<file path="config.mk">
export PLATFORM = sky130hd
export DESIGN_NAME = sbg_glue
export DESIGN_NICKNAME = d
export VERILOG_FILES = /design/src/design/sbg_pkg.sv /design/src/design/sbg_glue.sv
export SDC_FILE = /design/constraint.sdc
export NUM_CORES = 1
export LEC_CHECK = 0
export ABC_AREA = 1
export BUFFER_PORTS_ARGS = -buffer_cell sky130_fd_sc_hd__buf_2
export CAP_MARGIN = 30
export CORE_AREA = 2 2 98 100
export CTS_BUF_LIST = sky130_fd_sc_hd__clkbuf_8
export CTS_CLUSTER_DIAMETER = 200
export DETAILED_ROUTE_END_ITERATION = 16
export DIE_AREA = 0 0 100 102
export GPL_ROUTABILITY_DRIVEN = 0
export PLACE_DENSITY_LB_ADDON = 0.08
export SYNTH_ARGS = -nofsm -noshare
export SYNTH_HDL_FRONTEND = slang
export SYNTH_SLANG_ARGS = --single-unit
</file>
<file path="constraint.sdc">
create_clock -name clk_sys -period 2.2 [get_ports clk_sys]
set_input_delay 0.11 -clock clk_sys [delete_from_list [all_inputs] [get_ports clk_sys]]
set_output_delay 0.11 -clock clk_sys [all_outputs]
set_load 0.01 [all_outputs]
</file>
<file path="src/design/sbg_pkg.sv">
package sbg_pkg;
   // Host window decode, 16-bit host addresses
   localparam logic [15:0] IO_PAGE_BASE   = 16'hD100;
   localparam logic [7:0]  IO_PAGE_HI     = 8'hD1;
   localparam logic [7:0]  RAM_PAGE_HI    = 8'hD6;
   localparam logic [15:0] ROM_BASE       = 16'hD800;
   localparam logic [4:0]  ROM_PAGE_HI    = 5'h1B;
   localparam logic [7:0]  ACIA_LO        = 8'h20;
   localparam logic [7:0]  ACIA_HI        = 8'h3F;
   localparam logic [7:0]  VIA_LO         = 8'h40;
   localparam logic [7:0]  VIA_HI         = 8'h7F;
   localparam logic [7:0]  PIA_LO         = 8'h80;
   localparam logic [7:0]  PIA_HI         = 8'hBF;
   localparam logic [7:0]  CTRL_LO        = 8'hC0;
   localparam logic [7:0]  STATUS_OFF     = 8'hFF;
   // Register addresses
   localparam logic [15:0] BANK_SEL_CTRL_ADDR = 16'hD1C0;
   localparam logic [15:0] IRQ_BTN_STAT_ADDR  = 16'hD1FF;
   // Status bit positions
   localparam int ST_ACIA  = 0;
   localparam int ST_VIA   = 1;
   localparam int ST_SHOT  = 2;
   localparam int ST_MENU  = 3;
   localparam int ST_DSR   = 5;
   localparam int ST_CTS   = 6;
   localparam int ST_DCD   = 7;
   // Control field
   localparam int          BANK_W        = 4;
   localparam logic [3:0]  BANK_NONE     = 4'h0;
   localparam logic [3:0]  BANK_RST      = 4'h0;
   localparam logic [3:0]  BANK_UPPER_NO = 4'h8;
   // PIA bit positions
   localparam int PB_ROM_HI = 2;
   localparam int PB_RAM_HI = 1;
   // VIA port B bit positions
   localparam int VB_IO  = 0;
   localparam int VB_CD  = 1;
   localparam int VB_SEL = 2;
   localparam int VB_RST = 3;
   localparam int VB_PBUSY = 4;
   localparam int VB_PFLT  = 5;
   localparam int VB_BSY = 6;
   localparam int VB_REQ = 7;
   // Printer strobe: least low time
   localparam int STROBE_MIN_NS  = 500;
   localparam int CLK_PERIOD_NS  = 10;
   localparam int STROBE_CYCLES  = (STROBE_MIN_NS + CLK_PERIOD_NS - 1) / CLK_PERIOD_NS;
   localparam logic [6:0] STROBE_CNT = 7'(STROBE_CYCLES);
   // Memory size variants
   typedef enum logic [1:0] {SBG_RAM8K, SBG_RAM32K, SBG_RAM64K} sbg_ramsz_t;
endpackage : sbg_pkg

</file>
<file path="src/design/sbg_glue.sv">
//////////////////////////////////////////////////////////////////////////////////////////
// Summary of operation
// - Decode host accesses: 256-byte RAM window, I/O page and 2K ROM window.
// - Write to control location latches bank select bits 0-3; zero means no ROM.
// - Status bit0 ACIA irq, bit1 VIA irq, bit2 shot, bit3 menu button active low.
// - Status bits 5-7 show DSR, CTS, DCD, active high.
// - Firmware ROM mapped as 2K banks in firmware window; select 0 disables.
// - Activity light on while any ROM bank is selected.
// - Large ROM: PIA port B bit 2 is extra high bank bit; code 8 unreachable upper.
// - RAM bank from PIA port A bits 0-5, 0-7, or 0-6 plus port B bit 1 for 64K.
// - Inverting transceiver: SCSI data plain to host, printer data inverted.
// - VIA port B bit0 is SCSI I/O and sets transceiver direction, 1 drives out.
// - VIA port B: C/D, BSY, REQ two-way; SEL, RST outputs only; all active low.
// - Port B bit4 printer busy, bit5 fault; switch forces fault input to one.
// - SCSI REQ to VIA control input A1, ACK from VIA control line A2.
// - Hardware handshake mode drives ACK on each port A access; rest is software.
// - VIA control input B1 pulled low while either button is held.
// - VIA control line B2 drives printer strobe low at least 0.5 us.
// - PIA port B reads graphics, write-protect and switches 2-7, active low.
// - PIA A2 drives RTS, PIA B2 drives DTR, active high; PIA A1, B1 unconnected.
// - PIA register selects wired conventionally: port A, ctrl A, port B, ctrl B.
// - ACIA clocked from its own crystal; its modem pins are unconnected.
// - ACIA served from firmware bank 1, VIA from bank 2.
//////////////////////////////////////////////////////////////////////////////////////////
module sbg_glue (
   // Clock and reset
   input  wire logic        clk_sys,
   input  wire logic        reset_n,
   // Host expansion bus
   input  wire logic [15:0] hostAddr,
   input  wire logic        hostRd,
   input  wire logic        hostWr,
   input  wire logic [7:0]  hostWdata,
   output logic      [7:0]  hostRdata,
   output logic             hostRdataOe,
   // Variant straps
   input  wire logic        romLarge,
   input  wire sbg_pkg::sbg_ramsz_t ramSize,
   // Peripheral chip selects and data
   output logic             aciaSel,
   output logic             viaSel,
   output logic             piaSel,
   output logic [1:0]       piaRegSel,
   output logic [3:0]       viaRegSel,
   output logic [1:0]       aciaRegSel,
   input  wire logic [7:0]  aciaRdata,
   input  wire logic [7:0]  viaRdata,
   input  wire logic [7:0]  piaRdata,
   input  wire logic        aciaIrq,
   input  wire logic        viaIrq,
   // ROM and RAM
   output logic             romSel,
   output logic [14:0]      romAddr,
   input  wire logic [7:0]  romRdata,
   output logic             ramSel,
   output logic [15:0]      ramAddr,
   input  wire logic [7:0]  ramRdata,
   output logic             activityLed,
   // VIA ports
   input  wire logic [7:0]  viaPaOut,
   output logic      [7:0]  viaPaIn,
   input  wire logic [7:0]  viaPbOut,
   input  wire logic [7:0]  viaPbDdr,
   output logic      [7:0]  viaPbIn,
   output logic             via_ctrl_input_a1,
   input  wire logic        via_ctrl_line_a2,
   input  wire logic        viaHandshake,
   output logic             via_ctrl_input_b1,
   input  wire logic        via_ctrl_line_b2,
   // PIA ports
   input  wire logic [7:0]  piaPaOut,
   output logic      [7:0]  piaPbIn,
   input  wire logic [7:0]  piaPbOut,
   input  wire logic        piaCa2,
   input  wire logic        piaCb2,
   // SCSI / printer shared data
   input  wire logic [7:0]  scsiDataIn,
   output logic      [7:0]  scsiDataOut,
   output logic             scsiDataOe,
   // SCSI control, active low, open drain
   input  wire logic        scsiIoIn_n,
   input  wire logic        scsiCdIn_n,
   input  wire logic        scsiBsyIn_n,
   input  wire logic        scsiReqIn_n,
   output logic      [3:0]  scsiOeCtl,
   output logic             scsiSelOut_n,
   output logic             scsiRstOut_n,
   output logic             scsiAckOut_n,
   // Printer
   input  wire logic        prnBusy,
   input  wire logic        prnFault_n,
   input  wire logic        faultOverride,
   output logic             prnStrobe_n,
   output logic      [7:0]  prnData,
   output logic             prnValid,
   input  wire logic        prnReady,
   // Switches, buttons, RS-232
   input  wire logic        menuBtn_n,
   input  wire logic        shotBtn_n,
   input  wire logic        gfxSw_n,
   input  wire logic        wpSw_n,
   input  wire logic [7:2]  cfgSw_n,
   input  wire logic        rsDsr,
   input  wire logic        rsCts,
   input  wire logic        rsDcd,
   output logic             rsRts,
   output logic             rsDtr
);

   typedef struct packed {
      logic [3:0]  bank;
      logic [6:0]  strobeCnt;
      logic        strobeLow;
      logic        b2Prev;
      logic [7:0]  statusRd;
      logic [1:0]  bufCnt;
      logic [7:0]  buf0;
      logic [7:0]  buf1;
   } sbg_state_t;

   sbg_state_t st_r, st_nxt;

   //////////////////////////////////////////////////////////////////////////////////////
   // Address decode
   logic       inIo, inRam, inRom, isCtrl, isStat, hostAcc;
   logic [7:0] lo;
   logic [7:0] statusNow;
   logic [2:0] romBank;
   logic       romHi;
   logic       pushPrn, popPrn;

   assign lo      = hostAddr[7:0];
   assign hostAcc = hostRd | hostWr;
   assign inIo    = hostAddr[15:8] == sbg_pkg::IO_PAGE_HI;
   assign inRam   = hostAddr[15:8] == sbg_pkg::RAM_PAGE_HI;
   assign inRom   = hostAddr[15:11] == sbg_pkg::ROM_PAGE_HI && st_r.bank != sbg_pkg::BANK_NONE;
   assign isCtrl  = inIo && lo >= sbg_pkg::CTRL_LO && lo != sbg_pkg::STATUS_OFF;
   assign isStat  = inIo && lo == sbg_pkg::STATUS_OFF;
   assign aciaSel = hostAcc && inIo && lo >= sbg_pkg::ACIA_LO && lo <= sbg_pkg::ACIA_HI;
   assign viaSel  = hostAcc && inIo && lo >= sbg_pkg::VIA_LO && lo <= sbg_pkg::VIA_HI;
   assign piaSel  = hostAcc && inIo && lo >= sbg_pkg::PIA_LO && lo <= sbg_pkg::PIA_HI;
   assign piaRegSel  = lo[1:0];
   assign viaRegSel  = lo[3:0];
   assign aciaRegSel = lo[1:0];

   //////////////////////////////////////////////////////////////////////////////////////
   // ROM and RAM banking
   assign romHi = romLarge & piaPbOut[sbg_pkg::PB_ROM_HI];
   always_comb begin
      case (st_r.bank)
         4'h1:    romBank = 3'h0;
         4'h2:    romBank = 3'h1;
         4'h4:    romBank = 3'h2;
         4'h8:    romBank = 3'h3;
         default: romBank = st_r.bank[2:0];
      endcase
   end
   assign romSel  = hostRd && inRom && !(romHi && st_r.bank == sbg_pkg::BANK_UPPER_NO);
   assign romAddr = {romHi, st_r.bank[3] ? 3'h7 : romBank, hostAddr[10:0]};
   assign activityLed = st_r.bank != sbg_pkg::BANK_NONE;
   assign ramSel  = hostAcc && inRam;
   always_comb begin
      case (ramSize)
         sbg_pkg::SBG_RAM8K:  ramAddr = {2'h0, piaPaOut[5:0], hostAddr[7:0]};
         sbg_pkg::SBG_RAM32K: ramAddr = {piaPaOut, hostAddr[7:0]};
         default:             ramAddr = {piaPbOut[sbg_pkg::PB_RAM_HI], piaPaOut[6:0], hostAddr[7:0]};
      endcase
   end

   //////////////////////////////////////////////////////////////////////////////////////
   // Status and read mux
   assign statusNow = {rsDcd, rsCts, rsDsr, 1'b0, menuBtn_n, shotBtn_n, viaIrq, aciaIrq};
   always_comb begin
      hostRdata   = st_r.statusRd;
      hostRdataOe = 1'b0;
      if (hostRd) begin
         hostRdataOe = 1'b1;
         if (isStat)       hostRdata = statusNow;
         else if (aciaSel) hostRdata = aciaRdata;
         else if (viaSel)  hostRdata = viaRdata;
         else if (piaSel)  hostRdata = piaRdata;
         else if (ramSel)  hostRdata = ramRdata;
         else if (romSel)  hostRdata = romRdata;
         else              hostRdataOe = 1'b0;
      end
   end

   //////////////////////////////////////////////////////////////////////////////////////
   // VIA / PIA pin wiring
   assign viaPaIn     = scsiDataIn;
   assign scsiDataOut = viaPaOut;
   assign scsiDataOe  = viaPbOut[sbg_pkg::VB_IO] & viaPbDdr[sbg_pkg::VB_IO];
   assign scsiOeCtl   = {viaPbDdr[sbg_pkg::VB_REQ] & ~viaPbOut[sbg_pkg::VB_REQ],
                         viaPbDdr[sbg_pkg::VB_BSY] & ~viaPbOut[sbg_pkg::VB_BSY],
                         viaPbDdr[sbg_pkg::VB_CD]  & ~viaPbOut[sbg_pkg::VB_CD],
                         viaPbDdr[sbg_pkg::VB_IO]  & ~viaPbOut[sbg_pkg::VB_IO]};
   assign scsiSelOut_n = viaPbOut[sbg_pkg::VB_SEL] | ~viaPbDdr[sbg_pkg::VB_SEL];
   assign scsiRstOut_n = viaPbOut[sbg_pkg::VB_RST] | ~viaPbDdr[sbg_pkg::VB_RST];
   assign viaPbIn = {scsiReqIn_n, scsiBsyIn_n, prnFault_n | faultOverride, prnBusy,
                     scsiRstOut_n, scsiSelOut_n, scsiCdIn_n, scsiIoIn_n};
   assign via_ctrl_input_a1 = scsiReqIn_n;
   assign scsiAckOut_n      = via_ctrl_line_a2 | ~viaHandshake;
   assign via_ctrl_input_b1 = menuBtn_n & shotBtn_n;
   assign prnStrobe_n       = ~st_r.strobeLow;
   assign piaPbIn = {cfgSw_n, wpSw_n, gfxSw_n};
   assign rsRts   = piaCa2;
   assign rsDtr   = piaCb2;

   // Printer byte buffer: captured on strobe start, drained by the printer side
   assign pushPrn  = !via_ctrl_line_b2 && st_r.b2Prev && st_r.bufCnt != 2'd2;
   assign popPrn   = prnValid && prnReady;
   assign prnValid = st_r.bufCnt != 2'd0;
   assign prnData  = st_r.buf0;

   //////////////////////////////////////////////////////////////////////////////////////
   // Next state
   always_comb begin
      st_nxt = st_r;
      st_nxt.b2Prev = via_ctrl_line_b2;
      if (hostWr && isCtrl) st_nxt.bank = hostWdata[3:0];
      if (hostRd && isStat) st_nxt.statusRd = statusNow;
      if (!via_ctrl_line_b2 && st_r.b2Prev) begin
         st_nxt.strobeLow = 1'b1;
         st_nxt.strobeCnt = sbg_pkg::STROBE_CNT;
      end else if (st_r.strobeCnt != 7'd0) begin
         st_nxt.strobeCnt = st_r.strobeCnt - 7'd1;
      end else begin
         st_nxt.strobeLow = !via_ctrl_line_b2;
      end
      if (popPrn) begin
         st_nxt.buf0   = st_r.buf1;
         st_nxt.bufCnt = st_r.bufCnt - 2'd1;
      end
      if (pushPrn) begin
         if (st_nxt.bufCnt == 2'd0) st_nxt.buf0 = ~viaPaOut;
         else st_nxt.buf1 = ~viaPaOut;
         st_nxt.bufCnt = st_nxt.bufCnt + 2'd1;
      end
   end

   always_ff @(posedge clk_sys or negedge reset_n) begin
      if (!reset_n) begin
         st_r <= '{bank: sbg_pkg::BANK_RST, strobeCnt: 7'h00, strobeLow: 1'b0, b2Prev: 1'b1,
                   statusRd: 8'h00, bufCnt: 2'h0, buf0: 8'h00, buf1: 8'h00};
      end else begin
         st_r <= st_nxt;
      end
   end
endmodule : sbg_glue

</file>
==> metrics, run 1 <==
synth top area cells dfrtp_1 28%, buf_4 18%, nand2_1 15%; CTS Root Cell clkbuf_8; total die area 10200 um2; XOR/XNOR share of the synthesized area 0.0134; CTS tree yes; clk_lat worst skew 0.28 ns; die extent in y 102 um; # nets final 746; Clk pwr share 0.223; DRT Wirelength 8.80 mm; Power Dens Cells about 670 nW/um2; Synth cell types 32; core area approximately 9000 um2; TritonCTS Buffers 5; crit path cell chain nor2_2 > nand3_2 > nand3_4 > inv_6 > nand2_1 > nand2_1 > nand2_1 > nand2_1 > nand2_1 > nand2_1 > nand2_1 > nand2_1 > buf_2; largest area contributor in the netlist dfrtp_1; post-synth top area share 0.283; antenna cells 0; post-synthesis sequential area ratio 0.291; CTS H-tree depth 2; worst min path class input pin to register; largest net degree at the start of global routing 39; GRT Total Usage 0.165; Final Slew Violations 0; startpoint types register; crit-path max cell delay 0.42 ns; post-route ant nets 0; Residual DRC 0; clock skew 0.00419 ns; mux cell area share after synthesis 0.0241; cells after synthesis 484; Syn Nets roughly 640; area post-placement around 3700 um2; most common cell in the synthesized netlist nand2_1; sw power 0.901 mW; Synth Cell Area ~3300 um2; post-synthesis adder-cell area fraction 0.0191; final instance area 3880 um2; TNS Setup 0 ns; Tmin final 1.99 ns; setup violators final 0; sw frac 0.348; total number of yosys warnings 0; largest family of logic cells by synthesized area buffers and inverters; Mean Syn Cell Area 6.76 um2; Hold Fails Final Rpt 0; met3 usage 0.0397; crit-path leading delay family simple AND/OR/NAND/NOR gates; Register-to-Register Path Depth 9; Initial Utilization 0.359; Post-synth top cells 132 x nand2_1, 77 x buf_4, 77 x inv_1; CP Capture Point hostRdata[0]; busiest grt layer met2; worst path bufs/invs 2; die extent in x approximately 100 um; critical-path maximum fanout 8; Sequential Power Share 0.394; number of cells on the critical path 13; mean routed wirelength per cell 12.5 um; CTS sink cnt 38; leak pwr 2.34 nW; GR Overflow Total 0; Overall Power 2.59 mW; DRT iter0 DRCs 66; row count 35; Gate power share 0.382; dpl hpwl between 7 and 8 mm; CTS max path bufs 2; vias in the first global route approximately 2900; P_int 1.69 mW; FF+latch count, synth 38; WP data arrival about 1.9 ns; met1 Use GR 0.187; IO Pins 255; crit end category output port; Post-synth ARST share 1.00; CP Launch Point st_r[35]; Peak Freq a little over 500 MHz; Worst Path Required about 2.1 ns; worst vdd ir 512 uV; EDFF count, synth 0; Area growth, synth to finish 18.5%; drt pass-1 iters 5; initial antenna violation count 0; crit-path most repeated cell nand2_1; R2R Path End prnData[7]; layout cells sized above 1 0.370; Primary FF master, synth dfrtp_1; met2 usage 0.307; crit path kind register to output port; RSZ-0062 raised after global routing yes; Buffers on Ports 181; status complete, no violations; r2r setup slk 0.33 ns; Vias per Instance between 4 and 5; Rel. slew slack 0.428; FF-to-FF Start st_r[16]; Compound-Gate Fraction of Synth Area 0.0994; worst-margin pin slew 0.858 ns; Synth Area in Simple Gates 0.271; Final period util 0.903; Max Cap Viol 0; first-pass GRT wire length ~14 mm; vias 3176; Worst-path clk slew 0.08 ns; Slowest cell on crit path dfrtp_1
[sequential cells by signal, summed over array words and instances (netlist names)]
name and flops:
st_r 30, prnData 8
[area by class of cell]
| type | instances | area, um2 |
|---|---|---|
| Clock buffer | 5 | 68.8 |
| Tap cell | 111 | 139 |
| Sequential cell | 38 | 952 |
| Clock inverter | 3 | 40.0 |
| Fill cell | 1037 | 5230 |
| Multi-Input combinational cell | 282 | 1420 |
| Timing Repair Buffer | 186 | 948 |
| Inverter | 81 | 309 |
[layout by cell type (no fill, tap or decap)]
cell type      count
a21oi_1            8
a22oi_1            1
a31oi_1            2
buf_2            181
buf_4              3
bufinv_16          1
clkbuf_8           5
clkinv_2           2
dfrtp_1           37
dfstp_2            1
dlygate4sd3_1      2
ha_1               5
inv_1             77
inv_2              3
inv_6              1
mux2_2             7
nand2_1          130
nand2_2            4
nand3_1            9
nand3_2            4
nand3_4            1
nand3b_1           3
nand4_1            8
nor2_1            33
nor2_2             1
nor2_4             1
nor3_1             3
nor3_4             2
o211ai_1           5
o21a_1             1
o21ai_0           44
or2_0              2
or2_2              2
or2_4              1
xnor2_1            2
xor2_1             3
[layer usage]
layer,vias up,share of wire
li1,1634,-
met1,1402,0.39
met2,124,0.51
met3,16,0.070
met4,0,0.023
met5,-,0
[kinds of logic (layout without fill, tap and decap cells)]
logic type / Yosys count / in the layout
AND/OR/NAND/NOR: 204 / 204
buffers and inverters: 164 / 275
AO/OA/AOI/OAI: 61 / 61
flip-flops: 38 / 38
multiplexers: 7 / 7
adder cells (fa/ha/maj): 5 / 5
XOR/XNOR: 5 / 5
[power by group through the flow]
stage | clock network [mW] | logic (mW) | registers, mW
after floorplan | 0 | 0.825 | 1.01
after global placement | 0 | 0.967 | 1.03
after detailed placement | 0 | 0.992 | 1.03
after CTS | 0.601 | 0.998 | 1.02
after global routing | 0.641 | 1.15 | 1.05
final | 0.578 | 0.990 | 1.02
[metrics by stage]
step	utilization	instances	hold slack [ns]	setup slack, ns
floorplan	-	484	-0.186	0.315
global placement	0.408	696	0.220	0.245
detailed placement	0.408	696	0.220	0.215
CTS	0.423	706	0.0198	0.0571
global route	0.426	706	0.0335	-0.0245
finish	0.426	706	0.0270	0.212
[repair_timing]
action                                 CTS  global route
resized for setup                        0             8
setup endpoints to repair                0            16
buffers inserted                         0             0
endpoints found under the hold margin   38             0
hold buffers                             2             0
[how the worst min path moves through the flow]
stage | start | to | slack, ns | depth (start not counted)
3_5_place_dp | cfgSw_n[5] | piaPbIn[5] | 0.22 | 0
2_1_floorplan | reset_n | prnData[0] | -0.19 | 0
5_1_grt | viaPaOut[6] | st_r[6] | 0.03 | 2
6_report | viaPaOut[5] | st_r[5] | 0.03 | 2
3_3_place_gp | cfgSw_n[5] | piaPbIn[5] | 0.22 | 0
4_1_cts | viaPaOut[5] | st_r[5] | 0.02 | 2
(Power assumes the default switching activity.)
==> inputs of run 2 (changes only) <==
--- a/config.mk
+++ b/config.mk
@@ -15,6 +15,7 @@
 export DIE_AREA = 0 0 100 102
 export GPL_ROUTABILITY_DRIVEN = 0
 export PLACE_DENSITY_LB_ADDON = 0.08
+export RECOVER_POWER = 100
 export SYNTH_ARGS = -nofsm -noshare
 export SYNTH_HDL_FRONTEND = slang
 export SYNTH_SLANG_ARGS = --single-unit
==> metrics, run 2 (same netlist as run 1, synthesis figures left out) <==
Final period util 0.902 (-0.00111); GR Overflow Total 0 (unchanged); Initial Utilization 0.359 (unchanged); Power Dens Cells 674 nW/um2 (+1.0%); crit-path leading delay family simple AND/OR/NAND/NOR gates; hold path start viaPaOut[5]; dpl hpwl 7.27 mm (unchanged); Vias per Instance 4.48 (-0.44%); crit path cell chain nor2_2 > nand3_2 > nand3_4 > inv_6 > nand2_1 > nand2_1 > nand2_1 > nand2_1 > nand2_1 > nand2_1 > nand2_1 > nand2_1 > buf_2; Setup Buffers After CTS 0 (unchanged); TritonCTS Buffers 5 (unchanged); crit-path most repeated cell nand2_1; Largest Register st_r; CTS max path bufs 2 (unchanged); post-route ant nets 0 (unchanged); worst min path class input pin to register; clock skew 0.00449 ns (+0.000301 ns); crit path kind register to output port; Max Cap Viol 0 (unchanged); Area growth, synth to finish 16.1%; worst-margin pin slew 0.961 ns (+0.103 ns); Rel. slew slack 0.359 (-0.0688); setup violators final 0 (unchanged); CTS H-tree depth 2 (unchanged); Buffers on Ports 181 (unchanged); Post-Place Worst Slack 0.215 ns (unchanged); crit end category output port; row count 35 (unchanged); # nets final 746 (unchanged); startpoint types register; # fillers 1066 (+2.8%); worst hold slack 0.0283 ns (+0.00124 ns); CP Launch Point st_r[35]; Final Slew Violations 0 (unchanged); total die area 10200 um2 (unchanged); FF-to-FF Start st_r[16]; Overall Power 2.56 mW (-1.1%); DRT iter0 DRCs 71 (+7.6%); WP data arrival 1.88 ns (about the same); register area 952 um2 (unchanged); antenna cells 0 (unchanged); initial antenna violation count 0 (unchanged); layout cells sized above 1 0.267 (-0.103); Hold Fails Final Rpt 0 (unchanged); IO Pins 255 (unchanged); DRT Wirelength 8.79 mm (about the same); core area 9110 um2 (unchanged); Worst-path clk slew 0.08 ns (about the same); mean routed wirelength per cell 12.5 um (about the same); commonest non-fill, non-tap cell in the layout nand2_1; worst setup margin 0.215 ns (+0.00244 ns); status complete, no violations; most frequent cells in the layout 130 x nand2_1, 120 x buf_2, 77 x inv_1; Slowest cell on crit path dfrtp_1; critical-path maximum fanout 8 (unchanged); CTS sink cnt 38 (unchanged); die extent in y 102 um (unchanged); leak pwr 2.17 nW (-7.4%); clk_lat worst skew 0.28 ns (about the same); Peak Freq 504 MHz (+0.12%); first-pass GRT wire length 13.6 mm (unchanged); vias 3162 (-0.44%); vias in the first global route 2936 (unchanged); multi-input logic area 1420 um2 (unchanged); Worst Path Required 2.09 ns (about the same); largest net degree at the start of global routing 39 (unchanged); CTS tree yes; CTS Root Cell clkbuf_8; Residual DRC 0 (unchanged); die extent in x 100 um (unchanged); GRT Total Usage 0.165 (unchanged); RSZ-0062 raised after global routing yes; worst path bufs/invs 2 (unchanged); Tmin final 1.99 ns (-0.00244 ns); max FFs per register 30 (unchanged); worst vdd ir 493 uV (-3.8%); crit-path max cell delay 0.42 ns (about the same); drt pass-1 iters 4 (-1)
[run 2: power by group]
group          total [mW]  leakage, nW  switching, mW  internal (mW)
clock               0.579       0.0579          0.245          0.334
sequential           1.02        0.443          0.115          0.907
combinational       0.959         1.67          0.547          0.413
total                2.56         2.17          0.907           1.65
[run 2: stage by stage]
stage / utilization / cell area, um2 / std cells / TNS, ns
final: 0.417 / 3800 / 706 / 0
after global routing: 0.417 / 3800 / 706 / -0.0245
after detailed placement: 0.408 / 3720 / 696 / 0
after CTS: 0.423 / 3850 / 706 / 0
after global placement: 0.408 / 3720 / 696 / 0
after floorplan: - / 3270 / 484 / 0
[run 2: per-layer routing]
metal	vias up	global-route usage	wire, um
met5	-	0	0
met4	0	0.0516	205
met3	16	0.0397	641
met2	127	0.307	4480
met1	1384	0.187	3460
li1	1635	-	-
[run 2: worst paths after layout]
path | slack, ns | to | depth (start not counted)
setup reg to reg | 0.33 | prnData[7] | 9
setup / recovery | 0.21 | hostRdata[0] | 13
hold / removal | 0.03 | st_r[5] | 2
max in group asynchronous | 1.10 | st_r[20] | 2
hold reg to reg | 0.48 | st_r[5] | 2
min in group asynchronous | 0.50 | prnData[2] | 2
[run 2: final cells by class]
class | count | area share
multi-input cells | 282 | 0.374
flip-flops and latches | 38 | 0.251
repair buffers | 186 | 0.229
inverters | 81 | 0.0813
well taps | 111 | 0.0365
clock buffers | 5 | 0.0181
clock inverters | 3 | 0.0105
[run 2: worst register-to-register path: stages, from the launching register on]
cell      delay [ns]
dfrtp_1         0.40
inv_1           0.08
ha_1            0.15
inv_1           0.05
nand2_1         0.15
xor2_1          0.24
ha_1            0.22
nand2_2         0.19
o211ai_1        0.16
o21ai_0         0.11
[run 2: repair_timing]
item                                    4_1_cts  5_1_grt
hold buffers                                  2        0
endpoints found under the setup margin        0       16
hold endpoints to repair                     38        0
gates resized for setup                       0        8
==> inputs of run 3 (changes only) <==
--- a/config.mk
+++ b/config.mk
@@ -14,6 +14,7 @@
 export DETAILED_ROUTE_END_ITERATION = 16
 export DIE_AREA = 0 0 100 102
 export GPL_ROUTABILITY_DRIVEN = 0
+export GPL_TIMING_DRIVEN = 0
 export PLACE_DENSITY_LB_ADDON = 0.08
 export RECOVER_POWER = 100
 export SYNTH_ARGS = -nofsm -noshare
==> metrics, run 3 (same netlist as run 1, synthesis figures left out) <==
worst hold path stage count 2 (unchanged); DRT Wirelength 9.76 mm (+11%); sw frac 0.356 (+0.00129); Final period util 0.915 (+0.0122); commonest non-fill, non-tap cell in the layout buf_2; GR Overflow Total 0 (unchanged); layout cells sized above 1 0.350 (+0.0828); vias in the first global route 3312 (+13%); post-route ant nets 0 (unchanged); worst min path class input pin to register; register area 952 um2 (unchanged); area post-placement 4460 um2 (+20%); first-pass GRT wire length 15.2 mm (+12%); crit path kind register to output port; Worst-path clk slew 0.07 ns (about the same); most frequent cells in the layout 130 x buf_2, 129 x nand2_1, 81 x clkbuf_1; FF-to-FF Start st_r[16]; CTS max path bufs 2 (unchanged); CTS sink cnt 38 (unchanged); Max Cap Viol 0 (unchanged); status complete, no violations; Vias per Instance 4.33 (-3.3%); Worst Path Required 2.09 ns (about the same); hold path start viaPaOut[5]; CTS tree yes; Tmin final 2.01 ns (+0.0269 ns); Setup Buffers After CTS 0 (unchanged); crit path cell chain nor2_2 > nand3_2 > nand3_4 > inv_4 > nand2_1 > nand2_1 > nand2_1 > nand2_1 > nand2_1 > nand2_1 > nand2_1 > nand2_1 > buf_2; die extent in y 102 um (unchanged); multi-input logic area 1430 um2 (+0.53%); Slowest cell on crit path dfrtp_1; worst vdd ir 569 uV (+15%); mean routed wirelength per cell 12.0 um (-3.5%); leak pwr 2.59 nW (+19%); die extent in x 100 um (unchanged); max FFs per register 30 (unchanged); crit-path leading delay family simple AND/OR/NAND/NOR gates; Hold Fails Final Rpt 0 (unchanged); Final Slew Violations 0 (unchanged); startpoint types register; worst-margin pin slew 0.960 ns (-0.00139 ns); # nets final 853 (+14%); clock skew 0.00201 ns (-0.00247 ns); GRT Total Usage 0.182 (+0.0169); initial antenna violation count 2 (+2); Area growth, synth to finish 37.4%; largest net degree at the start of global routing 39 (unchanged); total die area 10200 um2 (unchanged); crit end category output port; Clk pwr share 0.171 (-0.055); WP data arrival 1.90 ns (+0.02 ns); Register-to-Register Path Depth 9 (unchanged); DRT iter0 DRCs 104 (+46%); P_int 1.73 mW (+4.6%); TNS Setup 0 ns (unchanged); final instance area 4490 um2 (+18%); IO Pins 255 (unchanged); setup violators final 0 (unchanged); Rel. slew slack 0.360 (+0.000925); crit-path most repeated cell nand2_1; Power Dens Cells 597 nW/um2 (-11%); Placed Cells 804 (+16%); Gate power share 0.446 (+0.071); Worst Hold Path EP st_r[5]; R2R Path End prnData[3]; Non-Filler Instances 812 (+15%); Buffers on Ports 209 (+15%); sw power 0.954 mW (+5.2%); Sequential Power Share 0.383 (-0.016); Peak Freq 497 MHz (-1.3%); # fillers 1035 (-2.9%); vias 3518 (+11%); r2r setup slk 0.23 ns (-0.10 ns); crit-path max cell delay 0.42 ns (about the same); Residual DRC 0 (unchanged); CTS H-tree depth 2 (unchanged); core area 9110 um2 (unchanged); row count 35 (unchanged); TritonCTS Buffers 5 (unchanged); worst path bufs/invs 2 (unchanged); clk_lat worst skew 0.28 ns (about the same); drt pass-1 iters 4 (unchanged); critical-path maximum fanout 8 (unchanged); Largest Register st_r; CTS Root Cell clkbuf_8; dpl hpwl 8.21 mm (+13%); Initial Utilization 0.359 (unchanged)
[run 3: cell count changes in the layout (fill, tap and decap cells not counted), moves of 2 or more]
cell | previous run | this run
buf_4 | 2 | 67
clkbuf_1 | 61 | 81
buf_2 | 120 | 130
clkbuf_4 | 0 | 10
clkbuf_8 | 5 | 7
clkinv_2 | 2 | 0
[run 3: layout make-up]
| type | count | area share |
|---|---|---|
| diodes | 1 | 0.000557 |
| plain buffers | 82 | 0.137 |
| clock buffers | 6 | 0.0184 |
| inverters | 81 | 0.0682 |
| multi-input cells | 282 | 0.318 |
| flip-flops and latches | 38 | 0.212 |
| well taps | 111 | 0.0309 |
| repair buffers | 211 | 0.215 |
[run 3: through the flow]
stage	setup WS, ns	hold slack [ns]	total power [mW]	util
global route	-0.0162	0.0499	2.94	0.493
detailed placement	-0.0580	0.227	2.25	0.489
global placement	-0.0156	0.226	2.22	0.489
CTS	0.0630	0.0268	2.74	0.500
floorplan	0.315	-0.186	1.83	-
finish	0.188	0.0414	2.68	0.493
[run 3: repair_timing]
item                                   in CTS  in global routing
hold buffers                                2                  0
setup endpoints to repair                  16                 24
gates resized for setup                     1                 10
endpoints found under the hold margin      38                  0
[run 3: power groups by stage]
| stage | clock (mW) | combinational, mW | sequential (mW) |
|---|---|---|---|
| finish | 0.459 | 1.20 | 1.03 |
| global route | 0.513 | 1.37 | 1.06 |
| CTS | 0.493 | 1.22 | 1.02 |
| detailed placement | 0 | 1.22 | 1.03 |
| global placement | 0 | 1.19 | 1.02 |
| floorplan | 0 | 0.825 | 1.01 |
[run 3: worst max-delay path by stage]
stage,startpoint,endpoint,cells past startpoint
after global routing,st_r[35],hostRdata[6],13
final,st_r[35],hostRdata[6],13
after CTS,st_r[35],hostRdata[6],13
after detailed placement,st_r[16],st_r[0],10
after global placement,st_r[16],prnData[2],9
after floorplan,st_r[16],st_r[0],10
[run 3: layer usage]
metal,GRT usage,share of wire,vias up
met1,0.212,0.41,1528
met5,0,0.0013,-
met4,0.0759,0.029,2
met2,0.335,0.50,126
met3,0.0274,0.061,20
li1,-,-,1842
